## config.mk

```make
export PLATFORM = sky130hd
export DESIGN_NAME = ebms_bus_seq
export DESIGN_NICKNAME = d
export VERILOG_FILES = /design/src/rtl/ebms_pkg.sv /design/src/rtl/ebms_bus_seq.sv /design/src/rtl/ebms_state_timer.sv
export SDC_FILE = /design/constraint.sdc
export NUM_CORES = 1
export LEC_CHECK = 0
export BUFFER_PORTS_ARGS = -buffer_cell sky130_fd_sc_hd__buf_2
export CELL_PAD_IN_SITES_DETAIL_PLACEMENT = 1
export CELL_PAD_IN_SITES_GLOBAL_PLACEMENT = 1
export CORE_AREA = 2 2 104 131
export DETAILED_ROUTE_END_ITERATION = 12
export DIE_AREA = 0 0 106 133
export GPL_TIMING_DRIVEN = 0
export PLACE_DENSITY_LB_ADDON = 0.12
export SYNTH_ARGS = -nofsm -noshare
export SYNTH_HDL_FRONTEND = slang
export SYNTH_HIERARCHICAL = 1
export SYNTH_SLANG_ARGS = --single-unit
```

## constraint.sdc

```tcl
create_clock -name ref_clk -period 4 [get_ports ref_clk]
set_input_delay 0.8 -clock ref_clk [delete_from_list [all_inputs] [get_ports ref_clk]]
set_output_delay 0.8 -clock ref_clk [all_outputs]
set_load 0.01 [all_outputs]
```

## src/rtl/ebms_pkg.sv

```systemverilog
// Package of constants for the external bus sequencer
// ============================================================
// What this block does
// - Latch mode cycle runs T1 to T4, waits after T3
// - T1 read drives address on data, chip select
// - Latch enable high at T1 start, low mid-T1
// - T2 read releases data, asserts read and request
// - Ready low before T3 inserts waits until high
// - T3 leaves all bus outputs unchanged
// - T4 read captures data, drops read, ends
// - Latch write starts T1 with address and pulse
// - T2 write swaps address for data, asserts write
// - T4 write drops strobe, holds bus through T4
// - Strobe mode cycle runs S0 to S7 plus waits
// - Strobe read: direction high S0, address S1
// - Strobe read asserts both strobes entering S2
// - Late acknowledge inserts whole waits after S4
// - Entering S7 read captures data, drops strobes
// - Strobe write S0 returns direction high
// - Strobe write S2 asserts address strobe, direction low
// - Strobe write S3 turns on data drivers
// - Strobe write S4 asserts data strobe, waits
// - Write S7 drops strobes, direction high after
// - Latch state length programmable 2 to 15 clocks
package ebms_pkg;
    // ============================================================
    // Widths and timing
    localparam int            EBMS_ADDR_W      = 24;
    localparam int            EBMS_DATA_W      = 8;
    localparam int            EBMS_LEN_W       = 4;
    localparam logic [3:0]    EBMS_LEN_MIN     = 4'h2;
    localparam logic [3:0]    EBMS_LEN_MAX     = 4'hF;
    localparam logic [3:0]    EBMS_LEN_RESET   = 4'h2;
    localparam logic [2:0]    EBMS_LAST_S      = 3'h7;

    // ============================================================
    // Sequencer states
    typedef enum logic [5:0] {
        EBMS_IDLE = 6'h01,
        EBMS_P1   = 6'h02,
        EBMS_P2   = 6'h04,
        EBMS_P3   = 6'h08,
        EBMS_WAIT = 6'h10,
        EBMS_P4   = 6'h20
    } ebms_state_t;
endpackage : ebms_pkg

```

## src/rtl/ebms_bus_seq.sv

```systemverilog
// External bus cycle sequencer: latch-enable and strobe-handshake modes
module ebms_bus_seq
    import ebms_pkg::*;
#(
    parameter int ADDR_W = EBMS_ADDR_W,
    parameter int DATA_W = EBMS_DATA_W
)(
    // Clock and reset
    input  wire logic              ref_clk,
    input  wire logic              reset_n,
    // Request side
    input  wire logic              req_valid,
    input  wire logic              req_write,
    input  wire logic              req_io,
    input  wire logic              req_strobe_mode,
    input  wire logic [ADDR_W-1:0] req_addr,
    input  wire logic [DATA_W-1:0] req_wdata,
    input  wire logic [3:0]        state_len,
    output logic                   req_ready,
    output logic                   rsp_valid,
    output logic [DATA_W-1:0]      rsp_rdata,
    // External bus pins
    output logic [ADDR_W-1:0]      addr,
    output logic [DATA_W-1:0]      data_out,
    output logic                   data_oe_n,
    input  wire logic [DATA_W-1:0] data_in,
    output logic                   chip_sel_n,
    output logic                   addr_latch_en,
    output logic                   read_n,
    output logic                   write_n,
    output logic                   memory_request_n,
    output logic                   io_request_n,
    output logic                   addr_strobe_n,
    output logic                   data_strobe_n,
    output logic                   read_write,
    input  wire logic              ready_pin,
    input  wire logic              transfer_ack_n
);
    // Elaboration check: the address low byte must fit the data bus
    if (ADDR_W < DATA_W || DATA_W < 1) begin : g_bad_width
        $error("ebms_bus_seq: address must be at least data width");
    end

    ebms_state_t state;
    logic        wr;
    logic        io;
    logic        smode;
    logic [3:0]  slen;
    logic [2:0]  sidx;
    logic [ADDR_W-1:0] a_q;
    logic [DATA_W-1:0] d_q;
    logic [2:0]  rdy_sync;
    logic [2:0]  ack_sync;
    logic        rdy;
    logic        ack;
    logic        st_mid;
    logic        st_end;
    logic        restart;
    logic [3:0]  cur_len;

    // ============================================================
    // Pin synchronisers; level counts once stages two and three agree
    always_ff @(posedge ref_clk) begin
        if (!reset_n) begin
            rdy_sync <= 3'h7;
            ack_sync <= 3'h7;
        end else begin
            rdy_sync <= {rdy_sync[1:0], ready_pin};
            ack_sync <= {ack_sync[1:0], transfer_ack_n};
        end
    end

    // Filtered levels hold until stages agree
    always_ff @(posedge ref_clk) begin
        if (!reset_n) begin
            rdy <= 1'b1;
            ack <= 1'b0;
        end else begin
            if (rdy_sync[1] == rdy_sync[2]) begin
                rdy <= rdy_sync[2];
            end
            if (ack_sync[1] == ack_sync[2]) begin
                ack <= !ack_sync[2];
            end
        end
    end

    // ============================================================
    // State timer; strobe mode uses same length, minimum 2 clocks
    assign restart = (state == EBMS_IDLE);
    assign cur_len = (slen < EBMS_LEN_MIN) ? EBMS_LEN_MIN : slen;

    ebms_state_timer u_timer (
        .ref_clk   (ref_clk),
        .reset_n   (reset_n),
        .restart   (restart),
        .state_len (cur_len),
        .state_mid (st_mid),
        .state_end (st_end)
    );

    // ============================================================
    // Cycle sequencer. Latch mode: P1..P4 are T1..T4.
    // Strobe mode: P1 steps S0..S7 via sidx, WAIT after S4, P4 is S7 exit.
    always_ff @(posedge ref_clk) begin
        if (!reset_n) begin
            state <= EBMS_IDLE;
            sidx  <= 3'h0;
            wr    <= 1'b0;
            io    <= 1'b0;
            smode <= 1'b0;
            slen  <= EBMS_LEN_RESET;
            a_q   <= '0;
            d_q   <= '0;
        end else begin
            unique case (state)
                EBMS_IDLE: begin
                    if (req_valid) begin
                        state <= EBMS_P1;
                        sidx  <= 3'h0;
                        wr    <= req_write;
                        io    <= req_io;
                        smode <= req_strobe_mode;
                        slen  <= state_len;
                        a_q   <= req_addr;
                        d_q   <= req_wdata;
                    end
                end
                EBMS_P1: begin
                    if (st_end) begin
                        if (!smode) begin
                            state <= EBMS_P2;
                        end else if (sidx == 3'h4 && !ack) begin
                            state <= EBMS_WAIT;
                        end else if (sidx == EBMS_LAST_S) begin
                            state <= EBMS_P4;
                        end else begin
                            sidx <= sidx + 3'h1;
                        end
                    end
                end
                EBMS_P2: begin
                    if (st_end) begin
                        state <= EBMS_P3;
                    end
                end
                EBMS_P3: begin
                    // Ready seen low when T3 ends sends the state into waits
                    if (st_end) begin
                        state <= rdy ? EBMS_P4 : EBMS_WAIT;
                    end
                end
                EBMS_WAIT: begin
                    // Each wait is one whole bus state
                    if (st_end) begin
                        if (smode && ack) begin
                            state <= EBMS_P1;
                            sidx  <= 3'h5;
                        end else if (!smode && rdy) begin
                            state <= EBMS_P4;
                        end
                    end
                end
                EBMS_P4: begin
                    // Strobe mode P4 is a single-clock exit after S7
                    if (st_end || smode) begin
                        state <= EBMS_IDLE;
                    end
                end
                default: begin
                    state <= EBMS_IDLE;
                end
            endcase
        end
    end

    // ============================================================
    // Latch-mode pins; bus held unchanged through T3 and waits
    always_ff @(posedge ref_clk) begin
        if (!reset_n || state == EBMS_IDLE || smode) begin
            chip_sel_n       <= !(state == EBMS_IDLE && req_valid && !req_strobe_mode) || !reset_n;
            addr_latch_en    <= reset_n && state == EBMS_IDLE && req_valid && !req_strobe_mode;
            read_n           <= 1'b1;
            write_n          <= 1'b1;
            memory_request_n <= 1'b1;
            io_request_n     <= 1'b1;
        end else begin
            chip_sel_n <= (state == EBMS_P4 && st_end);
            if (state == EBMS_P1 && st_mid) begin
                addr_latch_en <= 1'b0;
            end
            if (state == EBMS_P1 && st_end) begin
                read_n           <= wr;
                write_n          <= !wr;
                memory_request_n <= io;
                io_request_n     <= !io;
            end
            if (state == EBMS_P3 && st_end && rdy || state == EBMS_WAIT && st_end && rdy) begin
                read_n  <= 1'b1;
                write_n <= 1'b1;
            end
            if (state == EBMS_P4 && st_end) begin
                memory_request_n <= 1'b1;
                io_request_n     <= 1'b1;
            end
        end
    end

    // ============================================================
    // Shared address and data pins, strobe-mode pins
    always_ff @(posedge ref_clk) begin
        if (!reset_n) begin
            addr          <= '0;
            data_out      <= '0;
            data_oe_n     <= 1'b1;
            addr_strobe_n <= 1'b1;
            data_strobe_n <= 1'b1;
            read_write    <= 1'b1;
            rsp_valid     <= 1'b0;
            rsp_rdata     <= '0;
            req_ready     <= 1'b0;
        end else begin
            rsp_valid <= 1'b0;
            req_ready <= (state == EBMS_IDLE) && !req_valid;
            if (state == EBMS_IDLE && req_valid) begin
                if (!req_strobe_mode) begin
                    addr      <= req_addr;
                    data_out  <= req_addr[DATA_W-1:0];
                    data_oe_n <= 1'b0;
                end
                read_write <= 1'b1;
            end
            if (!smode && state == EBMS_P1 && st_end) begin
                data_out  <= d_q;
                data_oe_n <= !wr;
            end
            if (smode && state == EBMS_P1 && st_end) begin
                unique case (sidx)
                    3'h0: addr <= a_q;
                    3'h1: begin
                        addr_strobe_n <= 1'b0;
                        data_strobe_n <= wr;
                        read_write    <= !wr;
                    end
                    3'h2: begin
                        data_out  <= d_q;
                        data_oe_n <= !wr;
                    end
                    3'h3: data_strobe_n <= 1'b0;
                    3'h6: begin
                        addr_strobe_n <= 1'b1;
                        data_strobe_n <= 1'b1;
                        if (!wr) begin
                            rsp_rdata <= data_in;
                            rsp_valid <= 1'b1;
                        end
                    end
                    3'h7: begin
                        read_write <= 1'b1;
                        data_oe_n  <= 1'b1;
                    end
                    default: begin
                    end
                endcase
            end
            // Read data captured at the T4 boundary
            if (!smode && !wr && st_end && rdy && (state == EBMS_P3 || state == EBMS_WAIT)) begin
                rsp_rdata <= data_in;
                rsp_valid <= 1'b1;
            end
            if ((state == EBMS_P4 && st_end) || (smode && state == EBMS_P4)) begin
                data_oe_n <= 1'b1;
            end
        end
    end
endmodule // ebms_bus_seq

```

## src/rtl/ebms_state_timer.sv

```systemverilog
// Bus state length counter producing mid and end pulses
module ebms_state_timer
    import ebms_pkg::*;
(
    // Clock and reset
    input  wire logic                  ref_clk,
    input  wire logic                  reset_n,
    // Control
    input  wire logic                  restart,
    input  wire logic [EBMS_LEN_W-1:0] state_len,
    // Pulses
    output logic                       state_mid,
    output logic                       state_end
);
    logic [EBMS_LEN_W-1:0] count;

    // ============================================================
    // Count clocks within one bus state
    always_ff @(posedge ref_clk) begin
        if (!reset_n || restart || state_end) begin
            count <= '0;
        end else begin
            count <= count + 4'h1;
        end
    end

    // Mid pulse on the clock before the half-way edge, so the first half is floor(len/2) clocks
    assign state_mid = (count == {1'b0, state_len[EBMS_LEN_W-1:1]} - 4'h1) && !restart;
    assign state_end = (count == state_len - 4'h1) && !restart;
endmodule // ebms_state_timer
```

# ---- Word level (Yosys, flattened, before mapping)
# Index checks and enable logic that the tools add are counted.
dict set report op_classes {
  addsub 4
  order_cmp 1
  eq_ne 29
  mux 52
  bitwise 1
  reduce_logical 61
}
# op n
set ops {}
lappend ops {{24-bit two-way mux} 4}
lappend ops {{6-bit two-way mux} 12}
lappend ops {{8-bit two-way mux} 9}
lappend ops {{6-bit one-hot mux with 6 select lines} 1}
lappend ops {{1-bit logical AND} 27}
lappend ops {{3-bit two-way mux} 7}
lappend ops {{2-bit inequality test, second input constant} 10}
lappend ops {{8-bit AND reduction} 2}
lappend ops {{1-bit two-way mux} 13}
lappend ops {{1-bit logical NOT} 10}
lappend ops {{3-bit equality test, second input constant} 3}
lappend ops {{3-bit one-hot mux with 3 select lines} 1}
lappend ops {{4-bit equality test} 2}
lappend ops {{1-bit logical OR} 8}
lappend ops {{2-bit nonzero test} 4}
lappend ops {{3-bit by 2-bit equality test with 1-bit output, second input constant} 2}
lappend ops {{6-bit by 1-bit equality test with 1-bit output, second input constant} 1}
lappend ops {{6-bit by 2-bit equality test with 1-bit output, second input constant} 1}
lappend ops {{6-bit by 3-bit equality test with 1-bit output, second input constant} 1}
lappend ops {{6-bit by 4-bit equality test with 1-bit output, second input constant} 1}
lappend ops {{6-bit by 5-bit equality test with 1-bit output, second input constant} 1}
lappend ops {{6-bit equality test, second input constant} 1}
lappend ops {{1-bit one-hot mux with 2 select lines} 3}
lappend ops {{2-bit AND reduction} 3}
lappend ops {{17 further kinds} 21}
dict set report word_totals {
  register_bits 112
  input_bits 52
  output_inout_bits 52
  word_cells 176
}

# ---- Depth between registers and ports, before layout
# Gate-level depths: netlist (run 1).
dict set report depth {
  ltp_word 10
  depth_mapped 12
  ltp_nobuf 11
}

# ---- Cells and area by module
# Netlist (run 1), hierarchy kept.
# mod instances cells_per_inst area_each_um2 seq_area_each_um2
set by_module_without_submodules {}
lappend by_module_without_submodules {ebms_bus_seq 1 547 4663.2 2172.1}
lappend by_module_without_submodules {ebms_state_timer 1 36 339.1 80.1}

# ---- Worst setup path before layout (run 1)
# Ideal clock, no wire load.
dict set report synth_timing {
  path_type {reg-to-reg}
  start {register slen[3]}
  end {register rsp_rdata[0]}
  setup_time_ps 128
  t_arrival_ps 2661
  required_time_ps 3872
  slack_ps 1211
  stages_incl_launch_ff 12
  path_buffers 0
  period_less_slack_ps 2789
  path_cell_list {dfxtp_1 -> o21bai_1 -> inv_1 -> ha_1 -> a21boi_2 -> xnor2_1 -> nor4_4 -> and2_1 -> o211ai_4 -> o32ai_4 -> mux2i_1 -> nor2_1}
}
dict set report synth_between {
  elab_chain_cells 10
  word_cells_on_any_way 14
  classes_between {add/sub: 1; order compare: 1; eq/ne: 2; mux: 2; reduce/logical: 8}
}
# element line
set synth_rtl {}
lappend synth_rtl {{from (decl)} ebms_bus_seq.sv:48} ;# logic [3:0] slen;
lappend synth_rtl {{from (signal assigned)} ebms_bus_seq.sv:124} ;# slen <= state_len;
lappend synth_rtl {{4-bit by 2-bit less-than comparator with 1-bit output (*)} ebms_bus_seq.sv:91} ;# assign cur_len = (slen < EBMS_LEN_MIN) ? EBMS_LEN_MIN : slen;
lappend synth_rtl {{4-bit two-way mux (*)} ebms_bus_seq.sv:91}
lappend synth_rtl {{via cur_len[1]} ebms_bus_seq.sv:59} ;# logic [3:0] cur_len;
lappend synth_rtl {{4-bit by 1-bit subtractor with 4-bit output (*)} ebms_state_timer.sv:29} ;# assign state_end = (count == state_len - 4'h1) && !restart;
lappend synth_rtl {{4-bit equality test (*)} ebms_state_timer.sv:29}
lappend synth_rtl {{1-bit logical AND (*)} ebms_state_timer.sv:29}
lappend synth_rtl {{via st_end} ebms_bus_seq.sv:57} ;# logic st_end;
lappend synth_rtl {{1-bit logical AND (3 in series)} ebms_bus_seq.sv:267} ;# if (!smode && !wr && st_end && rdy && (state == EBMS_P3 || state == EBMS_WAIT)) begin
lappend synth_rtl {{2-bit by 1-bit inequality test with 1-bit output (no line) / 2-bit nonzero test (equally long branches)} -}
lappend synth_rtl {{3-bit AND reduction (no line)} -}
lappend synth_rtl {{to (signal assigned)} ebms_bus_seq.sv:254} ;# rsp_rdata <= data_in;
lappend synth_rtl {{to (signal assigned)} ebms_bus_seq.sv:268} ;# rsp_rdata <= data_in;
lappend synth_rtl {{to (decl)} ebms_bus_seq.sv:21} ;# output logic [DATA_W-1:0] rsp_rdata,
# Mark *: on every way through the listed nets, which the timed path passes. The rest lies on a longest branch.
# A chain may end at the register's enable or synchronous reset.

# ---- Final worst setup path (run 1)
dict set report layout_timing {
  start {register slen[3]}
  end {register data_out[7]}
}
dict set report layout_between {
  elab_chain_cells 9
  word_cells_on_any_way 10
  classes_between {add/sub: 1; order compare: 1; eq/ne: 1; mux: 4; reduce/logical: 3}
}
# element line
set layout_rtl {}
lappend layout_rtl {{4-bit by 2-bit less-than comparator with 1-bit output (*)} ebms_bus_seq.sv:91}
lappend layout_rtl {{4-bit two-way mux (*)} ebms_bus_seq.sv:91}
lappend layout_rtl {{via cur_len[1]} ebms_bus_seq.sv:59}
lappend layout_rtl {{4-bit by 1-bit subtractor with 4-bit output (*)} ebms_state_timer.sv:29}
lappend layout_rtl {{4-bit equality test (*)} ebms_state_timer.sv:29}
lappend layout_rtl {{1-bit logical AND (*)} ebms_state_timer.sv:29}
lappend layout_rtl {{via st_end} ebms_bus_seq.sv:57}
lappend layout_rtl {{1-bit logical AND} ebms_bus_seq.sv:233} ;# if (!smode && state == EBMS_P1 && st_end) begin
lappend layout_rtl {{8-bit two-way mux} ebms_bus_seq.sv:233}
lappend layout_rtl {{8-bit two-way mux} ebms_bus_seq.sv:238} ;# unique case (sidx)
lappend layout_rtl {{8-bit two-way mux (*)} ebms_bus_seq.sv:237} ;# if (smode && state == EBMS_P1 && st_end) begin
lappend layout_rtl {{to (signal assigned)} ebms_bus_seq.sv:228} ;# data_out <= req_addr[DATA_W-1:0];
lappend layout_rtl {{to (signal assigned)} ebms_bus_seq.sv:234} ;# data_out <= d_q;
lappend layout_rtl {{to (signal assigned)} ebms_bus_seq.sv:246} ;# data_out <= d_q;
lappend layout_rtl {{to (decl)} ebms_bus_seq.sv:24} ;# output logic [DATA_W-1:0] data_out,
# Marks and branches as above.

==> results of run 1 <==
## synth_stat cells, drive strengths merged, types with 10 or more instances
| library cell | instances | area, sq um |
|---|---|---|
| clkbuf | 28 | 105 |
| nand2 | 100 | 378 |
| buf | 16 | 105 |
| inv | 12 | 45.0 |
| a21oi | 93 | 465 |
| nand3 | 13 | 65.1 |
| nor3b | 10 | 75.1 |
| ha | 10 | 125 |
| dfxtp | 111 | 2220 |
| mux2i | 26 | 260 |
| nor2 | 25 | 93.8 |
| o21ai | 45 | 225 |
| nor3 | 10 | 50.1 |
## power breakdown
group / internal, mW / leakage, nW / switching, mW
Combinational: 0.399 / 1.46 / 0.689
Sequential: 1.27 / 0.917 / 0.103
Clock: 0.524 / 0.148 / 0.430
## layer usage
metal | routed length, um | GRT usage | share of wire
met1 | 6200 | 0.242 | 0.41
met2 | 8070 | 0.413 | 0.53
met3 | 588 | 0.0458 | 0.039
met4 | 291 | 0.0680 | 0.019
met5 | 0 | 0 | 0
## state kept, by name, indices dropped and copies added (netlist names), 4 cells and up
name,count
a_q,24
addr,24
d_q,8
data_out,8
rsp_rdata,8
state,6
slen,4
u_timer/count,4
## logic make-up (layout without fill, tap and decap cells)
logic type,Yosys count,after routing,share of synthesized area
adders and majority gates,10,10,0.0250
DFF,112,112,0.450
xor gates and xnor gates,14,14,0.0245
buffers and inverters,56,174,0.0510
AOI/OAI and AO/OA,169,169,0.197
muxes,26,26,0.0520
and+or+nand+nor,196,196,0.200
## through the flow
stage	power, mW	area [sq um]	util	setup WS, ns	hold slack [ns]
after global routing	3.61	6040	0.465	0.0551	0.440
after global placement	2.44	5730	0.441	0.462	0.393
after CTS	3.45	6040	0.465	0.287	0.416
after detailed placement	2.49	5730	0.441	0.311	0.397
after floorplan	2.14	5000	-	1.21	0.386
final	3.42	6040	0.465	0.316	0.411
## layout by cell type (no fill, tap or decap), types with 4 or more instances in the layout
master,synthesis,routed
a21oi_1,93,93
and2_1,4,4
buf_2,9,111
clkbuf_1,28,28
clkbuf_16,0,9
dfxtp_1,111,111
ha_1,10,10
inv_1,11,11
mux2i_1,26,26
nand2_1,99,99
nand2b_1,9,9
nand3_1,13,13
nor2_1,25,25
nor2b_1,5,5
nor3_1,10,10
nor3b_1,10,10
o2111ai_1,4,4
o21ai_0,43,43
xnor2_1,8,8
xor2_1,6,6
## final timing paths
kind	slack, ns	start	end
max	0.32	slen[3]	data_out[7]
min	0.41	ack_sync[0]	ack_sync[1]
max reg2reg	0.32	slen[3]	data_out[7]
min reg2reg	0.41	ack_sync[0]	ack_sync[1]
## cell type report
cell class,instances,area [sq um],area share
Tap cell,171,214,0.0354
Sequential cell,112,2250,0.373
Timing Repair Buffer,102,510,0.0845
Multi-Input combinational cell,415,2490,0.413
Buffer,44,210,0.0348
Clock buffer,11,253,0.0418
Clock inverter,5,62.6,0.0104
Inverter,12,45.0,0.00745
==> metrics, run 1 <==
Root Driver=clkbuf_16; Avg Inst Size Synth=about 8.6 sq um; Post-Layout Cell Count=872; H-tree levels=3; Yosys cell types=57; Layout area overhead=20.8%; initial antenna violation count=0; Tmin final=3.68 ns; number of max-cap violations=0; Leakage Power=between 2 and 3 nW; crit start category=flip-flop; FF+latch count, synth=112; VDD IR max=~0.23 mV; crit share post-route=0.921; max_slew headroom=0.270; die height=~130 um; Die ar.=14100 sq um; drt wl/cell=approximately 17 um; crit path DAT=3.90 ns; initial DRC count=162; WHS Path Cells=1; pwr dens=566 nW/um^2; syn_nets=645; Worst path max stage delay=0.60 ns; Slew Limit Fails=0; Post-Route WL=15200 um; crit-path cells=o21bai_1 > inv_1 > ha_1 > a21boi_2 > xnor2_1 > nor4_4 > clkbuf_1 > nand3_1 > clkbuf_1 > o21ai_0 > a21oi_1; clock skew=0.00713 ns; CTS tree=built; I/O pin count=104; HPWL after DPL=roughly 11000 um; crit-path max FO=10; worst endpoint required time=4.21 ns; post-CTS sizing=0; Synth async-reset ratio=0; Buf/Inv on CP=3; Die Span X=106 um; largest net degree at the start of global routing=19; worst reg-to-reg path cell count=11; EDFF count, synth=1; Core Area=between 10000 and 15000 sq um; Worst Path Class, Setup=flip-flop to flip-flop; setup_tns=0 ns; Final #Nets=758; Inserted Clock Buffers=9; CTS Hold Bufs=0; Yosys Warn Count=6; drt pass-1 iters=4; PortBufs=102; crit end category=flip-flop; Least-Margin Pin Slew=~1.1 ns; share of layout cells above drive strength 1=0.207; vias post-DR=about 4600; placed cells=around 860; sequential share of the synthesized area=0.450; RSZ-0062 raised after global routing=false; Detail Route Antenna Nets=0; clock sinks=112; Post-Syn Instances=583; setup bufs post-CTS=0; first-pass GRT wire length=24500 um; slowest CP cell=nor4_4; clk slew on worst S/H paths=0.07 ns; setup violators final=0; gr usage total=0.219; most frequent CP cell=clkbuf_1; GRT overflow=0; HP Class=flip-flop to flip-flop; critical path's top delay family=buffers and inverters; fmax=~0.27 GHz; clock insertion delay at the later pin of the skew report=around 0.35 ns; drt drc=0; ANT cells=0; vias in the first global route=4844; gpl congestion=0.839; Initial Utilization=0.385; count of final hold-check violations=0; via/cell ratio=5.24; Row Count=47; CTS Buffer Depth=2; Post-synth top flop=dfxtp_1; status=finished clean; fillcell total=1612; Cell Area, Synth=roughly 5000 sq um; Levels on crit path=11
Power figures use the tool's default switching activity.
==> inputs of run 2 (changes only) <==
--- a/config.mk
+++ b/config.mk
@@ -6,7 +6,7 @@
 export NUM_CORES = 1
 export LEC_CHECK = 0
 export BUFFER_PORTS_ARGS = -buffer_cell sky130_fd_sc_hd__buf_2
-export CELL_PAD_IN_SITES_DETAIL_PLACEMENT = 1
+export CELL_PAD_IN_SITES_DETAIL_PLACEMENT = 0
 export CELL_PAD_IN_SITES_GLOBAL_PLACEMENT = 1
 export CORE_AREA = 2 2 104 131
 export DETAILED_ROUTE_END_ITERATION = 12
==> metrics, run 2 (synthesized netlist as in run 1, its figures left out) <==
drt wl/cell=15.6 um; CTS Hold Bufs=0; RSZ-0062 raised after global routing=false; setup bufs post-CTS=0; Buf/Inv on CP=3; Post-Layout Cell Count=872; vias post-DR=4390; P_sw=1.18 mW; HPWL after DPL=10300 um; largest registers=a_q x24, addr x24; Leakage Power=between 2 and 3 nW; Slew Limit Fails=0; crit-path cells=o21bai_1 > inv_1 > ha_1 > a21boi_2 > xnor2_1 > nor4_4 > clkbuf_1 > nand3_1 > clkbuf_1 > o21ai_0 > a21oi_1; clock insertion delay at the later pin of the skew report=between 0.3 and 0.4 ns; Layout area overhead=20.1%; ANT cells=0; crit end category=flip-flop; first-pass GRT wire length=22300 um; slowest CP cell=nor4_4; via/cell ratio=5.03; worst endpoint required time=4.22 ns; Detail Route Antenna Nets=0; internal power=approximately 2.1 mW; Post-Route WL=between 10000 and 15000 um; placed cells=856; Tmin final=approximately 3.6 ns; Clock power frac=0.263; CTS Buffer Depth=2; most frequent cells in the layout=buf_2 (111), dfxtp_1 (111), nand2_1 (99); critical path's top delay family=simple AND/OR/NAND/NOR gates; clk slew on worst S/H paths=0.07 ns; fmax=0.281 GHz; crit path DAT=3.78 ns; Sw Ratio=0.358; gr usage total=0.199; gpl congestion=0.839; max_slew headroom=0.397; crit share post-route=0.891; fin worst setup slack=0.436 ns; clock skew=0.00671 ns; status=finished clean; Final #Nets=758; H-tree levels=3; clock sinks=between 100 and 150; crit start category=flip-flop; Die Span X=106 um; Worst Path Class, Setup=flip-flop to flip-flop; WHS=0.410 ns; drt drc=0; Least-Margin Pin Slew=roughly 0.9 ns; Row Count=47; setup violators final=0; count of final hold-check violations=0; initial DRC count=between 100 and 150; Die ar.=14100 sq um; Worst path max stage delay=0.62 ns; number of max-cap violations=0; Inserted Clock Buffers=9; DP Worst Slack=around 0.42 ns; fillcell total=about 1300; CTS tree=built; most frequent CP cell=clkbuf_1; sequential share of power=0.417; Gate power share=0.321; setup_tns=0 ns; initial antenna violation count=0; Core Area=between 10000 and 15000 sq um; largest net degree at the start of global routing=19; pwr dens=approximately 550 nW/um^2; drt pass-1 iters=4; Design Power=approximately 3.3 mW; PortBufs=102; VDD IR max=0.240 mV; I/O pin count=around 100; Root Driver=clkbuf_16; GRT overflow=0; vias in the first global route=approximately 4500; share of layout cells above drive strength 1=0.207; crit-path max FO=10; post-CTS sizing=0; Initial Utilization=0.385; die height=between 100 and 150 um; HP Class=flip-flop to flip-flop
## run 2: cell types whose count changed in the layout (fill, tap and decap cells not counted)
cell | before | now
bufinv_16 | 1 | 0
clkbuf_8 | 2 | 1
clkinv_2 | 0 | 2
clkinv_4 | 1 | 0
inv_6 | 1 | 2
## run 2: worst paths after layout
| path | startpoint | end | slack (ns) | depth (start not counted) |
|---|---|---|---|---|
| worst max register to register | slen[3] | data_out[6] | 0.44 | 11 |
| worst min-delay path | rdy_sync[0] | rdy_sync[1] | 0.41 | 1 |
| worst max-delay path | slen[3] | data_out[6] | 0.44 | 11 |
| worst min register to register | rdy_sync[0] | rdy_sync[1] | 0.41 | 1 |
## run 2: metrics by stage
stage / cell area, sq um / utilization
final: 6010 / 0.462
after detailed placement: 5730 / 0.441
after global routing: 6010 / 0.462
after CTS: 6010 / 0.462
after global placement: 5730 / 0.441
after floorplan: 5000 / -
## run 2: final cells by class
class                           instances  area [sq um]  share of cell area
Buffer                                 44           210              0.0350
Clock buffer                           10           239              0.0398
Clock inverter                          6          42.5             0.00708
Inverter                               12          45.0             0.00750
Multi-Input combinational cell        415          2490               0.415
Sequential cell                       112          2250               0.375
Tap cell                              171           214              0.0356
Timing Repair Buffer                  102           510              0.0850
## run 2: per-layer routing
layer	up-vias	routed length, um	global-route usage
met5	-	0	0
met4	0	141	0.0556
met3	11	650	0.0424
met2	91	7040	0.366
met1	2036	5800	0.232
li1	2252	-	-
## run 2: power by group through the flow
stage	Sequential (mW)	Clock (mW)	Combinational, mW
2_1_floorplan	1.40	0	0.738
3_3_place_gp	1.39	0	1.05
3_5_place_dp	1.40	0	1.06
4_1_cts	1.37	0.895	1.06
5_1_grt	1.39	0.936	1.19
6_report	1.37	0.865	1.05
